===== src/core/comparator_pkg.sv =====
`default_nettype none
package comparator_pkg;

  // ----------------------------------------
  // Register indices (byte address = 4 x index)
  // ----------------------------------------
  localparam logic [7:0] CTRL_IDX = 8'h50;
  localparam logic [7:0] CONV_B_IDX = 8'h7B;
  localparam logic [7:0] PIN_OFF_IDX = 8'h7F;

  // ----------------------------------------
  // Control/status field positions
  // ----------------------------------------
  localparam int BIT_POWER_OFF = 7;
  localparam int BIT_BANDGAP = 6;
  localparam int BIT_RESULT = 5;
  localparam int BIT_FLAG = 4;
  localparam int BIT_IRQ_EN = 3;
  localparam int BIT_CAPTURE = 2;
  localparam int MODE_HI = 1;
  localparam int MODE_LO = 0;
  localparam int BIT_MUX_EN = 6;
  localparam int TRIG_HI = 2;
  localparam int TRIG_LO = 0;
  localparam int PIN_OFF_HI = 1;
  localparam int PIN_OFF_LO = 0;

  // ----------------------------------------
  // Reset values and bus answers
  // ----------------------------------------
  localparam logic [7:0] CTRL_RESET = 8'h00;
  localparam logic [7:0] CONV_B_RESET = 8'h00;
  localparam logic [7:0] PIN_OFF_RESET = 8'h00;
  localparam logic [1:0] RESP_OKAY = 2'h0;
  localparam logic [1:0] RESP_SLVERR = 2'h2;

  typedef enum logic [1:0] {
    MODE_TOGGLE = 2'h0,
    MODE_RESERVED = 2'h1,
    MODE_FALL = 2'h2,
    MODE_RISE = 2'h3
  } irq_mode_t;

  typedef enum logic [1:0] {
    WR_IDLE = 2'h0,
    WR_GOT_ADDR = 2'h1,
    WR_RESP = 2'h3,
    WR_GOT_DATA = 2'h2
  } wr_state_t;

  function automatic logic [11:0] reg_addr(input logic [7:0] idx);
    return {2'h0, idx, 2'h0};
  endfunction : reg_addr

endpackage : comparator_pkg
`default_nettype wire


===== src/core/comp_event_if.sv =====
`default_nettype none
interface comp_event_if;
  import comparator_pkg::*;
  logic raw;
  irq_mode_t mode;
  logic result;
  logic event_hit;
  modport det (input raw, input mode, output result, output event_hit);
  modport ctl (output raw, output mode, input result, input event_hit);
endinterface : comp_event_if
`default_nettype wire


===== src/core/analog_comparator_control.sv =====
// The AXI4-Lite register port was decided locally.
`default_nettype none
// Overview of operation
// Result bit is one when positive input exceeds negative input.
// Mux enabled and converter off: channel select picks channel 0 to 7.
// Mux disabled or converter on: dedicated negative pin is used.
// Software clears converter power reduction before using the channel mux.
// Power-off bit 7 removes comparator power; zero keeps it on.
// Bandgap bit 6 picks internal reference, else positive pin.
// Raw output is synchronised into result bit 5, one to two cycles.
// Flag bit 4 is set by hardware on the selected event.
// Flag is cleared when the interrupt vector is taken.
// Writing one clears the flag; writing zero leaves it.
// Request only with flag, enable bit 3 and global enable set.
// Mode bits 1:0: toggle, reserved, falling, rising.
// Capture bit 2 routes output to capture timer front end.
// Software also sets the capture timer interrupt enable.
// Software clears interrupt enable before changing power-off or mode.
// Pin input-off bits 1:0 kill buffers; port bit reads zero.
// Bits 7:2 of the pin input-off register read zero.
// Software should set input-off bits on analog-only pins.
// Edges compare current synchronised output with previous cycle.
// Reserved mode 01 produces no event.
module analog_comparator_control
  import comparator_pkg::*;
#(
  parameter int ADDR_W = 12
)
(
  input wire logic aclk, // System clock
  input wire logic aresetn, // Synchronous reset, low
  input wire logic [ADDR_W-1:0] awaddr, // Write address
  input wire logic awvalid, // Write address valid
  output logic awready, // Write address ready
  input wire logic [31:0] wdata, // Write data
  input wire logic [3:0] wstrb, // Write strobes
  input wire logic wvalid, // Write data valid
  output logic wready, // Write data ready
  output logic [1:0] bresp, // Write response
  output logic bvalid, // Write response valid
  input wire logic bready, // Write response ready
  input wire logic [ADDR_W-1:0] araddr, // Read address
  input wire logic arvalid, // Read address valid
  output logic arready, // Read address ready
  output logic [31:0] rdata, // Read data
  output logic [1:0] rresp, // Read response
  output logic rvalid, // Read data valid
  input wire logic rready, // Read data ready
  input wire logic comparator_raw, // Analog comparator output
  input wire logic converter_enable, // Converter switched on
  input wire logic [2:0] channel_select, // Converter channel select
  input wire logic global_irq_enable, // CPU global interrupt enable
  input wire logic irq_vector_taken, // Vector executed pulse
  input wire logic [1:0] pin_raw, // Pin levels, negative/positive
  output logic comparator_power_off, // Comparator power removed
  output logic bandgap_select, // Bandgap on positive input
  output logic neg_from_channel, // Negative input from channel
  output logic [2:0] neg_channel, // Channel for negative input
  output logic capture_input, // Feed to capture front end
  output logic irq_request, // Comparator interrupt request
  output logic [1:0] pin_input_off, // Digital buffers off
  output logic [1:0] pin_read, // Port input bits
  output logic [2:0] trigger_source_select // Converter trigger source
);

  if (ADDR_W < 9)
  begin : g_bad_width
    $error("ADDR_W too small for register map");
  end

  comp_event_if ev ();

  comparator_event_detect u_detect (
    .aclk(aclk),
    .aresetn(aresetn),
    .ev(ev.det)
  );

  logic [7:0] ctrl_ff, nxt_ctrl;
  logic mux_en_ff, nxt_mux_en;
  logic [2:0] trig_ff, nxt_trig;
  logic [1:0] pin_off_ff, nxt_pin_off;
  wr_state_t wr_state_ff, nxt_wr_state;
  logic [ADDR_W-1:0] aw_addr_ff, nxt_aw_addr;
  logic [31:0] w_data_ff, nxt_w_data;
  logic w_strb0_ff, nxt_w_strb0;
  logic awready_ff, nxt_awready;
  logic wready_ff, nxt_wready;
  logic bvalid_ff, nxt_bvalid;
  logic [1:0] bresp_ff, nxt_bresp;
  logic arready_ff, nxt_arready;
  logic rvalid_ff, nxt_rvalid;
  logic [31:0] rdata_ff, nxt_rdata;
  logic [1:0] rresp_ff, nxt_rresp;
  logic neg_from_channel_ff, nxt_neg_from_channel;
  logic [2:0] neg_channel_ff, nxt_neg_channel;
  logic capture_ff, nxt_capture;
  logic irq_request_ff, nxt_irq_request;
  logic [1:0] pin_read_ff, nxt_pin_read;
  logic aw_hs, w_hs, do_write, flag_clear;
  logic [ADDR_W-1:0] wr_addr;
  logic [31:0] wr_data;
  logic wr_strb0;

  function automatic logic hit(input logic [ADDR_W-1:0] addr, input logic [7:0] idx);
    return addr == ADDR_W'(reg_addr(idx));
  endfunction : hit

  function automatic logic mapped(input logic [ADDR_W-1:0] addr);
    return hit(addr, CTRL_IDX) || hit(addr, CONV_B_IDX) || hit(addr, PIN_OFF_IDX);
  endfunction : mapped

  // ----------------------------------------
  // Write channel
  // ----------------------------------------
  always_comb
  begin
    aw_hs = awvalid && awready_ff;
    w_hs = wvalid && wready_ff;
    nxt_wr_state = wr_state_ff;
    nxt_aw_addr = aw_hs ? awaddr : aw_addr_ff;
    nxt_w_data = w_hs ? wdata : w_data_ff;
    nxt_w_strb0 = w_hs ? wstrb[0] : w_strb0_ff;
    do_write = 1'b0;
    case (wr_state_ff)
      WR_IDLE:
      begin
        if (aw_hs && w_hs)
          nxt_wr_state = WR_RESP;
        else if (aw_hs)
          nxt_wr_state = WR_GOT_ADDR;
        else if (w_hs)
          nxt_wr_state = WR_GOT_DATA;
        do_write = aw_hs && w_hs;
      end
      WR_GOT_ADDR:
      begin
        if (w_hs)
          nxt_wr_state = WR_RESP;
        do_write = w_hs;
      end
      WR_GOT_DATA:
      begin
        if (aw_hs)
          nxt_wr_state = WR_RESP;
        do_write = aw_hs;
      end
      WR_RESP:
      begin
        if (bready)
          nxt_wr_state = WR_IDLE;
      end
      default: nxt_wr_state = WR_IDLE;
    endcase
    wr_addr = aw_hs ? awaddr : aw_addr_ff;
    wr_data = w_hs ? wdata : w_data_ff;
    wr_strb0 = w_hs ? wstrb[0] : w_strb0_ff;
    nxt_awready = nxt_wr_state == WR_IDLE || nxt_wr_state == WR_GOT_DATA;
    nxt_wready = nxt_wr_state == WR_IDLE || nxt_wr_state == WR_GOT_ADDR;
    nxt_bvalid = nxt_wr_state == WR_RESP;
    nxt_bresp = bresp_ff;
    if (do_write)
      nxt_bresp = mapped(wr_addr) ? RESP_OKAY : RESP_SLVERR;
  end

  // ----------------------------------------
  // Registers, flag and outputs
  // ----------------------------------------
  always_comb
  begin
    nxt_ctrl = ctrl_ff;
    nxt_mux_en = mux_en_ff;
    nxt_trig = trig_ff;
    nxt_pin_off = pin_off_ff;
    flag_clear = irq_vector_taken;
    if (do_write && wr_strb0)
    begin
      if (hit(wr_addr, CTRL_IDX))
      begin
        nxt_ctrl[BIT_POWER_OFF] = wr_data[BIT_POWER_OFF];
        nxt_ctrl[BIT_BANDGAP] = wr_data[BIT_BANDGAP];
        nxt_ctrl[BIT_IRQ_EN] = wr_data[BIT_IRQ_EN];
        nxt_ctrl[BIT_CAPTURE] = wr_data[BIT_CAPTURE];
        nxt_ctrl[MODE_HI:MODE_LO] = wr_data[MODE_HI:MODE_LO];
        flag_clear = flag_clear || wr_data[BIT_FLAG];
      end
      if (hit(wr_addr, CONV_B_IDX))
      begin
        nxt_mux_en = wr_data[BIT_MUX_EN];
        nxt_trig = wr_data[TRIG_HI:TRIG_LO];
      end
      if (hit(wr_addr, PIN_OFF_IDX))
        nxt_pin_off = wr_data[PIN_OFF_HI:PIN_OFF_LO];
    end
    // Hardware set wins over a clear in the same cycle
    nxt_ctrl[BIT_FLAG] = ev.event_hit || (ctrl_ff[BIT_FLAG] && !flag_clear);
    nxt_ctrl[BIT_RESULT] = 1'b0;
    nxt_irq_request = nxt_ctrl[BIT_FLAG] && nxt_ctrl[BIT_IRQ_EN] && global_irq_enable;
    nxt_capture = nxt_ctrl[BIT_CAPTURE] && ev.result;
    nxt_neg_from_channel = nxt_mux_en && !converter_enable;
    nxt_neg_channel = channel_select;
    nxt_pin_read = pin_raw & ~nxt_pin_off;
  end

  assign ev.raw = comparator_raw;
  assign ev.mode = irq_mode_t'(ctrl_ff[MODE_HI:MODE_LO]);

  // ----------------------------------------
  // Read channel
  // ----------------------------------------
  always_comb
  begin
    nxt_rvalid = rvalid_ff;
    nxt_rdata = rdata_ff;
    nxt_rresp = rresp_ff;
    if (rvalid_ff && rready)
      nxt_rvalid = 1'b0;
    if (arvalid && arready_ff)
    begin
      nxt_rvalid = 1'b1;
      nxt_rdata = 32'h0000_0000;
      nxt_rresp = mapped(araddr) ? RESP_OKAY : RESP_SLVERR;
      if (hit(araddr, CTRL_IDX))
      begin
        nxt_rdata[7:0] = ctrl_ff;
        nxt_rdata[BIT_RESULT] = ev.result;
      end
      if (hit(araddr, CONV_B_IDX))
      begin
        nxt_rdata[BIT_MUX_EN] = mux_en_ff;
        nxt_rdata[TRIG_HI:TRIG_LO] = trig_ff;
      end
      if (hit(araddr, PIN_OFF_IDX))
        nxt_rdata[PIN_OFF_HI:PIN_OFF_LO] = pin_off_ff;
    end
    nxt_arready = !nxt_rvalid;
  end

  always_ff @(posedge aclk)
  begin
    if (!aresetn)
    begin
      ctrl_ff <= CTRL_RESET;
      mux_en_ff <= CONV_B_RESET[BIT_MUX_EN];
      trig_ff <= CONV_B_RESET[TRIG_HI:TRIG_LO];
      pin_off_ff <= PIN_OFF_RESET[PIN_OFF_HI:PIN_OFF_LO];
      wr_state_ff <= WR_IDLE;
      aw_addr_ff <= '0;
      w_data_ff <= 32'h0000_0000;
      w_strb0_ff <= 1'b0;
      awready_ff <= 1'b0;
      wready_ff <= 1'b0;
      bvalid_ff <= 1'b0;
      bresp_ff <= RESP_OKAY;
      arready_ff <= 1'b0;
      rvalid_ff <= 1'b0;
      rdata_ff <= 32'h0000_0000;
      rresp_ff <= RESP_OKAY;
      neg_from_channel_ff <= 1'b0;
      neg_channel_ff <= 3'h0;
      capture_ff <= 1'b0;
      irq_request_ff <= 1'b0;
      pin_read_ff <= 2'h0;
    end
    else
    begin
      ctrl_ff <= nxt_ctrl;
      mux_en_ff <= nxt_mux_en;
      trig_ff <= nxt_trig;
      pin_off_ff <= nxt_pin_off;
      wr_state_ff <= nxt_wr_state;
      aw_addr_ff <= nxt_aw_addr;
      w_data_ff <= nxt_w_data;
      w_strb0_ff <= nxt_w_strb0;
      awready_ff <= nxt_awready;
      wready_ff <= nxt_wready;
      bvalid_ff <= nxt_bvalid;
      bresp_ff <= nxt_bresp;
      arready_ff <= nxt_arready;
      rvalid_ff <= nxt_rvalid;
      rdata_ff <= nxt_rdata;
      rresp_ff <= nxt_rresp;
      neg_from_channel_ff <= nxt_neg_from_channel;
      neg_channel_ff <= nxt_neg_channel;
      capture_ff <= nxt_capture;
      irq_request_ff <= nxt_irq_request;
      pin_read_ff <= nxt_pin_read;
    end
  end

  assign awready = awready_ff;
  assign wready = wready_ff;
  assign bvalid = bvalid_ff;
  assign bresp = bresp_ff;
  assign arready = arready_ff;
  assign rvalid = rvalid_ff;
  assign rdata = rdata_ff;
  assign rresp = rresp_ff;
  assign comparator_power_off = ctrl_ff[BIT_POWER_OFF];
  assign bandgap_select = ctrl_ff[BIT_BANDGAP];
  assign neg_from_channel = neg_from_channel_ff;
  assign neg_channel = neg_channel_ff;
  assign capture_input = capture_ff;
  assign irq_request = irq_request_ff;
  assign pin_input_off = pin_off_ff;
  assign pin_read = pin_read_ff;
  assign trigger_source_select = trig_ff;
endmodule : analog_comparator_control
`default_nettype wire


===== src/core/comparator_event_detect.sv =====
`default_nettype none
module comparator_event_detect
  import comparator_pkg::*;
(
  input wire logic aclk, // System clock
  input wire logic aresetn, // Synchronous reset, low
  comp_event_if.det ev // Raw in, result and event out
);

  logic sync1_ff;
  logic sync2_ff;
  logic prev_ff;
  logic nxt_sync1;
  logic nxt_sync2;
  logic nxt_prev;

  // ----------------------------------------
  // Synchroniser and history
  // ----------------------------------------
  always_comb
  begin
    nxt_sync1 = ev.raw;
    nxt_sync2 = sync1_ff;
    nxt_prev = sync2_ff;
  end

  always_ff @(posedge aclk)
  begin
    if (!aresetn)
    begin
      sync1_ff <= 1'b0;
      sync2_ff <= 1'b0;
      prev_ff <= 1'b0;
    end
    else
    begin
      sync1_ff <= nxt_sync1;
      sync2_ff <= nxt_sync2;
      prev_ff <= nxt_prev;
    end
  end

  assign ev.result = sync2_ff;

  // ----------------------------------------
  // Event select
  // ----------------------------------------
  always_comb
  begin
    case (ev.mode)
      MODE_TOGGLE: ev.event_hit = sync2_ff ^ prev_ff;
      MODE_FALL: ev.event_hit = prev_ff & ~sync2_ff;
      MODE_RISE: ev.event_hit = ~prev_ff & sync2_ff;
      MODE_RESERVED: ev.event_hit = 1'b0;
      default: ev.event_hit = 1'b0;
    endcase
  end
endmodule : comparator_event_detect
`default_nettype wire


===== config.mk =====
export PLATFORM = sky130hd
export DESIGN_NAME = analog_comparator_control
export DESIGN_NICKNAME = d
export VERILOG_FILES = /design/src/core/comparator_pkg.sv /design/src/core/comp_event_if.sv /design/src/core/analog_comparator_control.sv /design/src/core/comparator_event_detect.sv
export SDC_FILE = /design/constraint.sdc
export NUM_CORES = 1
export LEC_CHECK = 0
export BUFFER_PORTS_ARGS = -buffer_cell sky130_fd_sc_hd__buf_4
export CAP_MARGIN = 5
export CORE_ASPECT_RATIO = 0.6
export CORE_UTILIZATION = 46
export CTS_CLUSTER_DIAMETER = 200
export DETAILED_ROUTE_END_ITERATION = 7
export GPL_TIMING_DRIVEN = 0
export PLACE_DENSITY = 0.8
export SYNTH_ARGS = -nofsm -noshare
export SYNTH_HDL_FRONTEND = slang
export SYNTH_HIERARCHICAL = 1
export SYNTH_SLANG_ARGS = --single-unit

===== constraint.sdc =====
create_clock -name aclk -period 2.3 [get_ports aclk]
set_input_delay 0.23 -clock aclk [delete_from_list [all_inputs] [get_ports aclk]]
set_output_delay 0.23 -clock aclk [all_outputs]
set_load 0.03 [all_outputs]

### Word-level counts from Yosys, hierarchy flattened

Cells that the tools add are included.

* multiplexer cells: 28
* bitwise logic cells: 7
* reductions and logical operators: 27
* equal/unequal tests: 15

Operators with widths (count)
* 12-bit by 9-bit == test with 1-bit output, second input constant: 6
* 2-bit 2-to-1 mux: 11
* 8-bit 2-to-1 mux: 2
* 2-bit == test, second input constant: 6
* 12-bit 2-to-1 mux: 1
* 1-bit logical AND: 11
* 1-bit logical OR: 8
* 1-bit 2-to-1 mux: 8
* 4-bit 2-to-1 mux: 2
* 2-bit one-hot mux with 4 select lines: 1
* 2-bit by 1-bit == test with 1-bit output, second input constant: 3
* 2-bit zero test: 3
* 1-bit one-hot mux with 4 select lines: 1
* 2-bit AND reduction: 2
* 1-bit zero test: 3
* 3-bit 2-to-1 mux: 1
* 1-bit one-hot mux with 3 select lines: 1
* 1-bit bitwise AND: 2
* 2-bit bitwise AND: 1
* 1-bit inverter: 2
* 2-bit inverter: 1
* 1-bit bitwise XOR: 1

* register bits after elaboration: 64

### Longest topological paths before layout

Gate-level depths: netlist of run 1.

* depth after elaboration: 10
* depth in mapped cells: 7
* mapped depth without buffers: 7

### By module

The synthesis of run 1 kept the hierarchy.

By module, submodules not included
* analog_comparator_control: seq. area each 1161.1 sq um, cells each 280, instances 1, area each 2623.8 sq um
* comparator_event_detect: seq. area each 60.1 sq um, cells each 13, instances 1, area each 135.1 sq um

### Worst setup path before layout of run 1

Ideal clock, no wire load.

* path type: register -> register
* from: register awready_ff (netlist: awready)
* to: register ctrl_ff[7]
* setup time: 0.116 ns
* buffers on the path: 1
* data required time: 2.184 ns
* path slack: 0.367 ns
* period minus slack after synthesis: 1.933 ns
* stages on the path, launching flop included: 7
* arrival time: 1.816 ns
* path through: dfxtp_1 -> and2_2 -> buf_4 -> nand3_1 -> o311ai_4 -> nand2_2 -> a31o_2

* word-level cells in the longest chain between the ends: 5
* elaborated cells on any way between the ends: 7

RTL lines
* start: declaration: RTL line analog_comparator_control.sv:87 `logic awready_ff, nxt_awready;`
* start signal: assignment: RTL line analog_comparator_control.sv:275 `awready_ff <= nxt_awready;`
* 1-bit logical AND (*): RTL line analog_comparator_control.sv:118 `aw_hs = awvalid && awready_ff;`
* branches (longest 3 deep; another with 12-bit 2-to-1 mux)
* 2-bit AND reduction (no line) (*)
* end signal: assignment: RTL line analog_comparator_control.sv:267 `ctrl_ff <= nxt_ctrl;`
* end: declaration: RTL line analog_comparator_control.sv:79 `logic [7:0] ctrl_ff, nxt_ctrl;`

Mark *: on every way between the ends.
A chain may end at the register's enable or synchronous reset.

### Worst setup path after layout of run 1

Ends and elaborated chain as after synthesis.

==> out/metrics.csv, run 1 <==
stage;metric;value;unit
power;power.density;676;nW/um^2
placed_design;dpl.hpwl;5020;um
floorplanning;die_w;102;um
clocking;cts_num_sinks;61;
synthesis;ys.flop_type;dfxtp_1;
setup_path;r2r_start;awready;
synthesis;yosys.area.top_type;dfxtp_1;
setup_path;cp.arrival;2.11;ns
drt;first_pass_iters;4;
placed_design;portBuffers;77;
job;cap_violations;0;
setup_path;endpoint_kind;flip-flop;
synthesis;postSynthAreaPerCell;9.42;um^2
timing;finalHoldViolations;0;
timing;fin_tns_setup;0;ns
synthesis;yosys_warnings;6;
clocking;cts_tree;done;
synthesis;netlist_instances;293;
timing;drv_slew;0;
grt;antenna_found_initial;0;
timing;rsz0062_at_grt;no;
floorplanning;num_rows;21;
finish;drive_above_1_share;32.4;%
timing;holdWs;0.0919;ns
timing;fin_skew;0.00976;ns
setup_path;worstPathRequired;2.53;ns
synthesis;ys_ff_latch;61;
synthesis;synthesis.area;2760;um^2
floorplanning;dieArea;6320;um^2
finish;syn_to_final_growth;36.1;%
synthesis;synth_edf_count;0;
synthesis;yosys-top-cells-count;61 x dfxtp_1, 44 x nand2_1, 27 x buf_4, 22 x mux2i_1;
synthesis;async_flop_share;0;%
floorplanning;die_y;62.0;um
drt;drc;0;
setup_path;r2r_slack;0.42;ns
drt;postRouteAntennaNets;0;
grt;grt_pass1_wl;9870;um
synthesis;yosys.area.top_type_share;44.3;%
clocking;cts_setup_buffers;0;
finish;nFillCells;463;
drt;vias;2392;
clocking;clock_latency;0.35;ns
grt;grt_max_degree;11;
outcome;outcome;finished, final reports clean;
synthesis;seq_area_frac_synth;44.3;%
floorplanning;start_util;48.6;%
drt;drt_wl_total;6510;um
clocking;clk_path_buf_depth;2;
timing;finalSetupViolations;0;
clocking;cts_root_buffer;clkbuf_8;
grt;grt_pass1_vias;2053;
grt;grt-ovfl-total;0;
timing;tightestPinTransition;0.539;ns
clocking;ctsHoldBuffers;0;
drt;via_per_inst;4.87;
hold_path;hold_start;channel_select[0];
timing;finalCritPeriodShare;81.7;%
drt;first_iter_violations;84;
setup_path;cp_max_fo;8;
setup_path;crit_path_start_kind;flip-flop;
synthesis;ys_types;47;
hold_path;holdPathEnd;neg_channel[0];
clocking;cts.repair.resized;0;
hold_path;hp-class;in2reg;
finish;final_nets;484;
synthesis;synth_top_family_by_area;simple AND/OR/NAND/NOR gates;
placed_design;gp_congestion;0.819;
clocking;clk_pin_slew_worst_paths;0.06;ns
timing;final.min_clock_period;1.88;ns
power;finalPower;2540;uW
synthesis;synth_xor_area_share;0;%
grt;track_usage;21.8;%
clocking;cts_htree_levels;3;
synthesis;synth-adder-area-share;0.907;%
synthesis;netlist_top_cells_area;dfxtp_1 44%, mux2i_1 8.0%, buf_4 7.3%, nand2_1 6.0%, a21boi_0 3.8%;
clocking;cts_buffers;9;
setup_path;timing.rr.end;ctrl_ff[7];
finish;insertedDiodeCount;0;
drt;avgRoutedWirePerCell;13.3;um
floorplanning;ios;132;
setup_path;r2r_cells;6;
synthesis;synthSimpleGateAreaFrac;23.1;%
power;p_leak;0.00184;uW
power;peakVddDrop;0.419;mV
timing;fmax;532;MHz
floorplanning;core;5680;um^2
synthesis;synth_mux_area_share;9.61;%
timing;max_slew_margin;63.7;%
hold_path;hold_depth;2;
synthesis;synth_compound_area_share;12.2;%
setup_path;crit_type;reg2reg;
synthesis;yosysMostFrequentCell;dfxtp_1;
==> state kept, by name (all words and copies together), names as in the netlist, 2 cells and up <==
register / flops
aw_addr_ff: 12
rdata: 8
ctrl_ff: 7
w_data_ff: 7
neg_channel: 3
trigger_source_select: 3
pin_input_off: 2
pin_read: 2
wr_state_ff: 2
==> worst max path at each step <==
stage                             start          to  slack (ns)  cells after the start
after CTS                       awready  ctrl_ff[7]        0.42                      6
after global placement        awaddr[1]  ctrl_ff[7]        0.40                      6
after detailed placement      awaddr[1]  ctrl_ff[7]        0.37                      6
after global routing      aw_addr_ff[1]  ctrl_ff[7]        0.24                      5
final                           awready  ctrl_ff[7]        0.42                      6
after floorplan                 awready  ctrl_ff[7]        0.37                      6
==> stage by stage <==
step	utilization, %	setup WS (ns)	instance area, um^2	instances
2_1_floorplan	-	0.367	2850	318
6_report	66.2	0.421	3760	491
3_5_place_dp	62.2	0.372	3530	475
5_1_grt	66.2	0.241	3760	491
4_1_cts	66.2	0.417	3760	491
3_3_place_gp	62.2	0.399	3530	475
==> cells by family (layout without fill, tap and decap cells) <==
logic type,Yosys count,in the layout
other cells,1,26
simple gates,114,114
fa+ha+maj,2,2
compound gates,44,44
buf+inv,45,138
mux,26,26
flops,61,61
==> cells in the final DEF, fill, tap and decap left out, drive strengths merged, types with 3 or more instances in the layout <==
| cell type | n |
|---|---|
| buf | 105 |
| nand2b | 4 |
| a21oi | 3 |
| a22oi | 8 |
| inv | 9 |
| o21ai | 5 |
| nand2 | 45 |
| dfxtp | 61 |
| mux2i | 22 |
| mux2 | 4 |
| conb | 26 |
| nor4 | 3 |
| a21boi | 14 |
| nand4 | 4 |
| and2 | 10 |
| nor2b | 14 |
| nand3 | 8 |
| clkbuf | 20 |
| nor2 | 8 |
| and3 | 6 |
==> per-layer routing <==
layer | track usage, % | vias up | wire length, um
li1 | - | 1188 | -
met1 | 29.2 | 1102 | 3250
met2 | 32.7 | 96 | 2620
met3 | 8.72 | 6 | 595
met4 | 6.12 | 0 | 56
met5 | 0 | - | 0
==> critical path, stage by stage (launching register included) <==
cell and delay [ns]:
dfxtp_1 0.37, and2_2 0.15, buf_4 0.14, nand3_1 0.13, o311ai_4 0.42, nand2_2 0.25
a31o_2 0.30
==> where the power goes <==
part / switching (uW) / internal [uW]
clock: 408 / 666
sequential: 23.5 / 1090
combinational: 195 / 152
==> area by class of cell <==
class | count | area, um^2 | share of cell area (%)
clock buffer | 12 | 155 | 4.13
inverter | 9 | 33.8 | 0.899
clock inverter | 4 | 70.1 | 1.87
tap | 80 | 100 | 2.66
buffer | 36 | 236 | 6.30
timing repair buffer | 77 | 578 | 15.4
sequential | 61 | 1220 | 32.5
multi-input combinational | 212 | 1360 | 36.2
No activity file was read; power rests on OpenSTA's default activity.
==> run 2: changes to the inputs <==
Settings changed: CORE_UTILIZATION 46 to 42, PLACE_DENSITY 0.8 to 0.77.
Clock period 2.3 ns to 1.5 ns, I/O delays scaled along.
==> run 2 against run 1 <==
Compared with the run above: the run now ends with negative setup slack left; clock power is 32% higher; sequential cell count is the same; die area increased by 9.3%; largest power group unchanged; sequential power up 54%; first-iteration DRC count up 61%; largest cell class unchanged; total power rose by 45%; wire length up 6.5%.
==> out/metrics.csv, run 2 (same netlist as run 1, synthesis figures left out) <==
stage;metric;value;unit
outcome;outcome;finished, violations left;
outcome;violations;negative setup slack;
clocking;clk_pin_slew_worst_paths;0.07;ns
grt;grt-ovfl-total;0;
drt;drt_wl_total;6940;um
timing;finalCritPeriodShare;109;%
grt;grt_pass1_vias;2270;
power;power.internal;2680;uW
setup_path;crit_path_start_kind;flip-flop;
drt;first_pass_iters;4;
floorplanning;die_y;64.8;um
grt;grt_pass1_wl;11100;um
finish;finalNonFillerCells;503;
timing;drv_slew;0;
power;power.density;942;nW/um^2
placed_design;pre_cts_ws;-0.280;ns
clocking;clock_latency;0.34;ns
finish;final_nets;492;
clocking;cts_buffers;9;
power;p_leak;0.00187;uW
floorplanning;dieArea;6910;um^2
hold_path;hp-class;in2reg;
setup_path;cp.arrival;1.85;ns
setup_path;crit_type;reg2reg;
clocking;cts_htree_levels;3;
timing;fmax;612;MHz
drt;via_per_inst;4.84;
placed_design;placed_cells;479;
clocking;cts_tree;done;
drt;postRouteAntennaNets;0;
setup_path;cp_max_fo;3;
placed_design;dpl.hpwl;5140;um
drt;wl_met2;2970;um
floorplanning;num_rows;22;
placed_design;portBuffers;77;
floorplanning;ios;132;
finish;drive_above_1_share;38.4;%
power;p_comb_share;15.1;%
setup_path;endpoint_kind;flip-flop;
power;peakVddDrop;0.506;mV
finish;insertedDiodeCount;0;
timing;final.min_clock_period;1.63;ns
finish;regMostFlops;aw_addr_ff;
drt;wl_met1;3330;um
timing;finalHoldViolations;0;
grt;track_usage;20.9;%
clocking;cts_root_buffer;clkbuf_8;
clocking;cts_num_sinks;61;
finish;mostFrequentLayoutCells;111 x buf_4, 54 x dfxtp_1, 43 x nand2_1;
finish;syn_to_final_growth;41.9;%
placed_design;gp_congestion;0.807;
drt;top_layer_used;met4;
timing;fin_skew;0.00890;ns
floorplanning;die_w;107;um
grt;antenna_found_initial;0;
timing;finalSetupViolations;12;
power;power.share.switching;27.2;%
setup_path;worstPathRequired;1.72;ns
clocking;clk_path_buf_depth;2;
power;p_seq_share;46.6;%
finish;stdcell_area;3910;um^2
drt;wl_met3;590;um
drt;first_iter_violations;135;
power;p_sw;1000;uW
drt;vias;2437;
drt;drc;0;
finish;largest_register_ffs;12;
timing;setup_ws;-0.133;ns
placed_design;postPlaceCellArea;3570;um^2
power;power_frac_clock;38.3;%
grt;grt_max_degree;12;
floorplanning;core;6220;um^2
job;cap_violations;0;
finish;layout_commonest_cell;buf_4;
drt;avgRoutedWirePerCell;13.8;um
timing;rsz0062_at_grt;yes;
floorplanning;start_util;44.3;%
## run 2: cell count changes in the layout (fill, tap and decap cells not counted), moves of 3 or more
cell	before	now
dfxtp_4	0	4
buf_4	104	111
dfxtp_1	61	54
dfxtp_2	0	3
## run 2: repair_timing
action                     4_1_cts  5_1_grt
buffers inserted                 8        1
pin swaps                        9        4
hold buffers                     0        0
setup endpoints to repair       18       22
gates resized for setup         20        4
## run 2: metal layers
metal / global-route usage [%] / vias to the layer above
met4: 7.19 / 0
li1: - / 1200
met1: 29.1 / 1132
met3: 5.23 / 5
met2: 31.4 / 100
met5: 0 / -
## run 2: critical path, stage by stage (launching register included)
cell and delay, ns:
dfxtp_2 0.34, nor4b_4 0.28, nand4_1 0.19, o311ai_4 0.14
buf_6 0.16, nand3_4 0.08, mux2_4 0.32
## run 2: cell type report
cell class                 count  area (um^2)
inverter                       9         33.8
clock inverter                 6         63.8
timing repair buffer          86          649
sequential                    61         1240
multi-input combinational    212         1470
clock buffer                  10          128
buffer                        35          229
fill                         503         2310
tap                           84          105
## run 2: stage by stage
| stage | TNS (ns) | utilization, % | power (uW) | hold slack, ns |
|---|---|---|---|---|
| floorplan | -0.503 | - | 2090 | 0.272 |
| global placement | -3.26 | 57.4 | 2280 | 0.362 |
| detailed placement | -4.12 | 57.4 | 2290 | 0.363 |
| CTS | -0.929 | 62.6 | 3700 | 0.00562 |
| global route | -2.28 | 62.9 | 3830 | 0.00614 |
| finish | -1.13 | 62.9 | 3690 | 0.0172 |
## run 2: final timing paths
path / start / depth (start not counted) / slack [ns] / end
max reg2reg: aw_addr_ff[10] / 6 / -0.13 / neg_from_channel
min: channel_select[1] / 2 / 0.02 / neg_channel[1]
max: aw_addr_ff[10] / 6 / -0.13 / neg_from_channel
min reg2reg: u_detect/nxt_sync2 / 1 / 0.45 / u_detect/ev.result
## run 2: power by group through the flow
stage          Sequential, uW  Combinational [uW]  Clock (uW)
5_1_grt                  1720                 598        1510
3_5_place_dp             1750                 536           0
2_1_floorplan            1780                 304           0
3_3_place_gp             1750                 529           0
6_report                 1720                 556        1410
4_1_cts                  1720                 550        1430
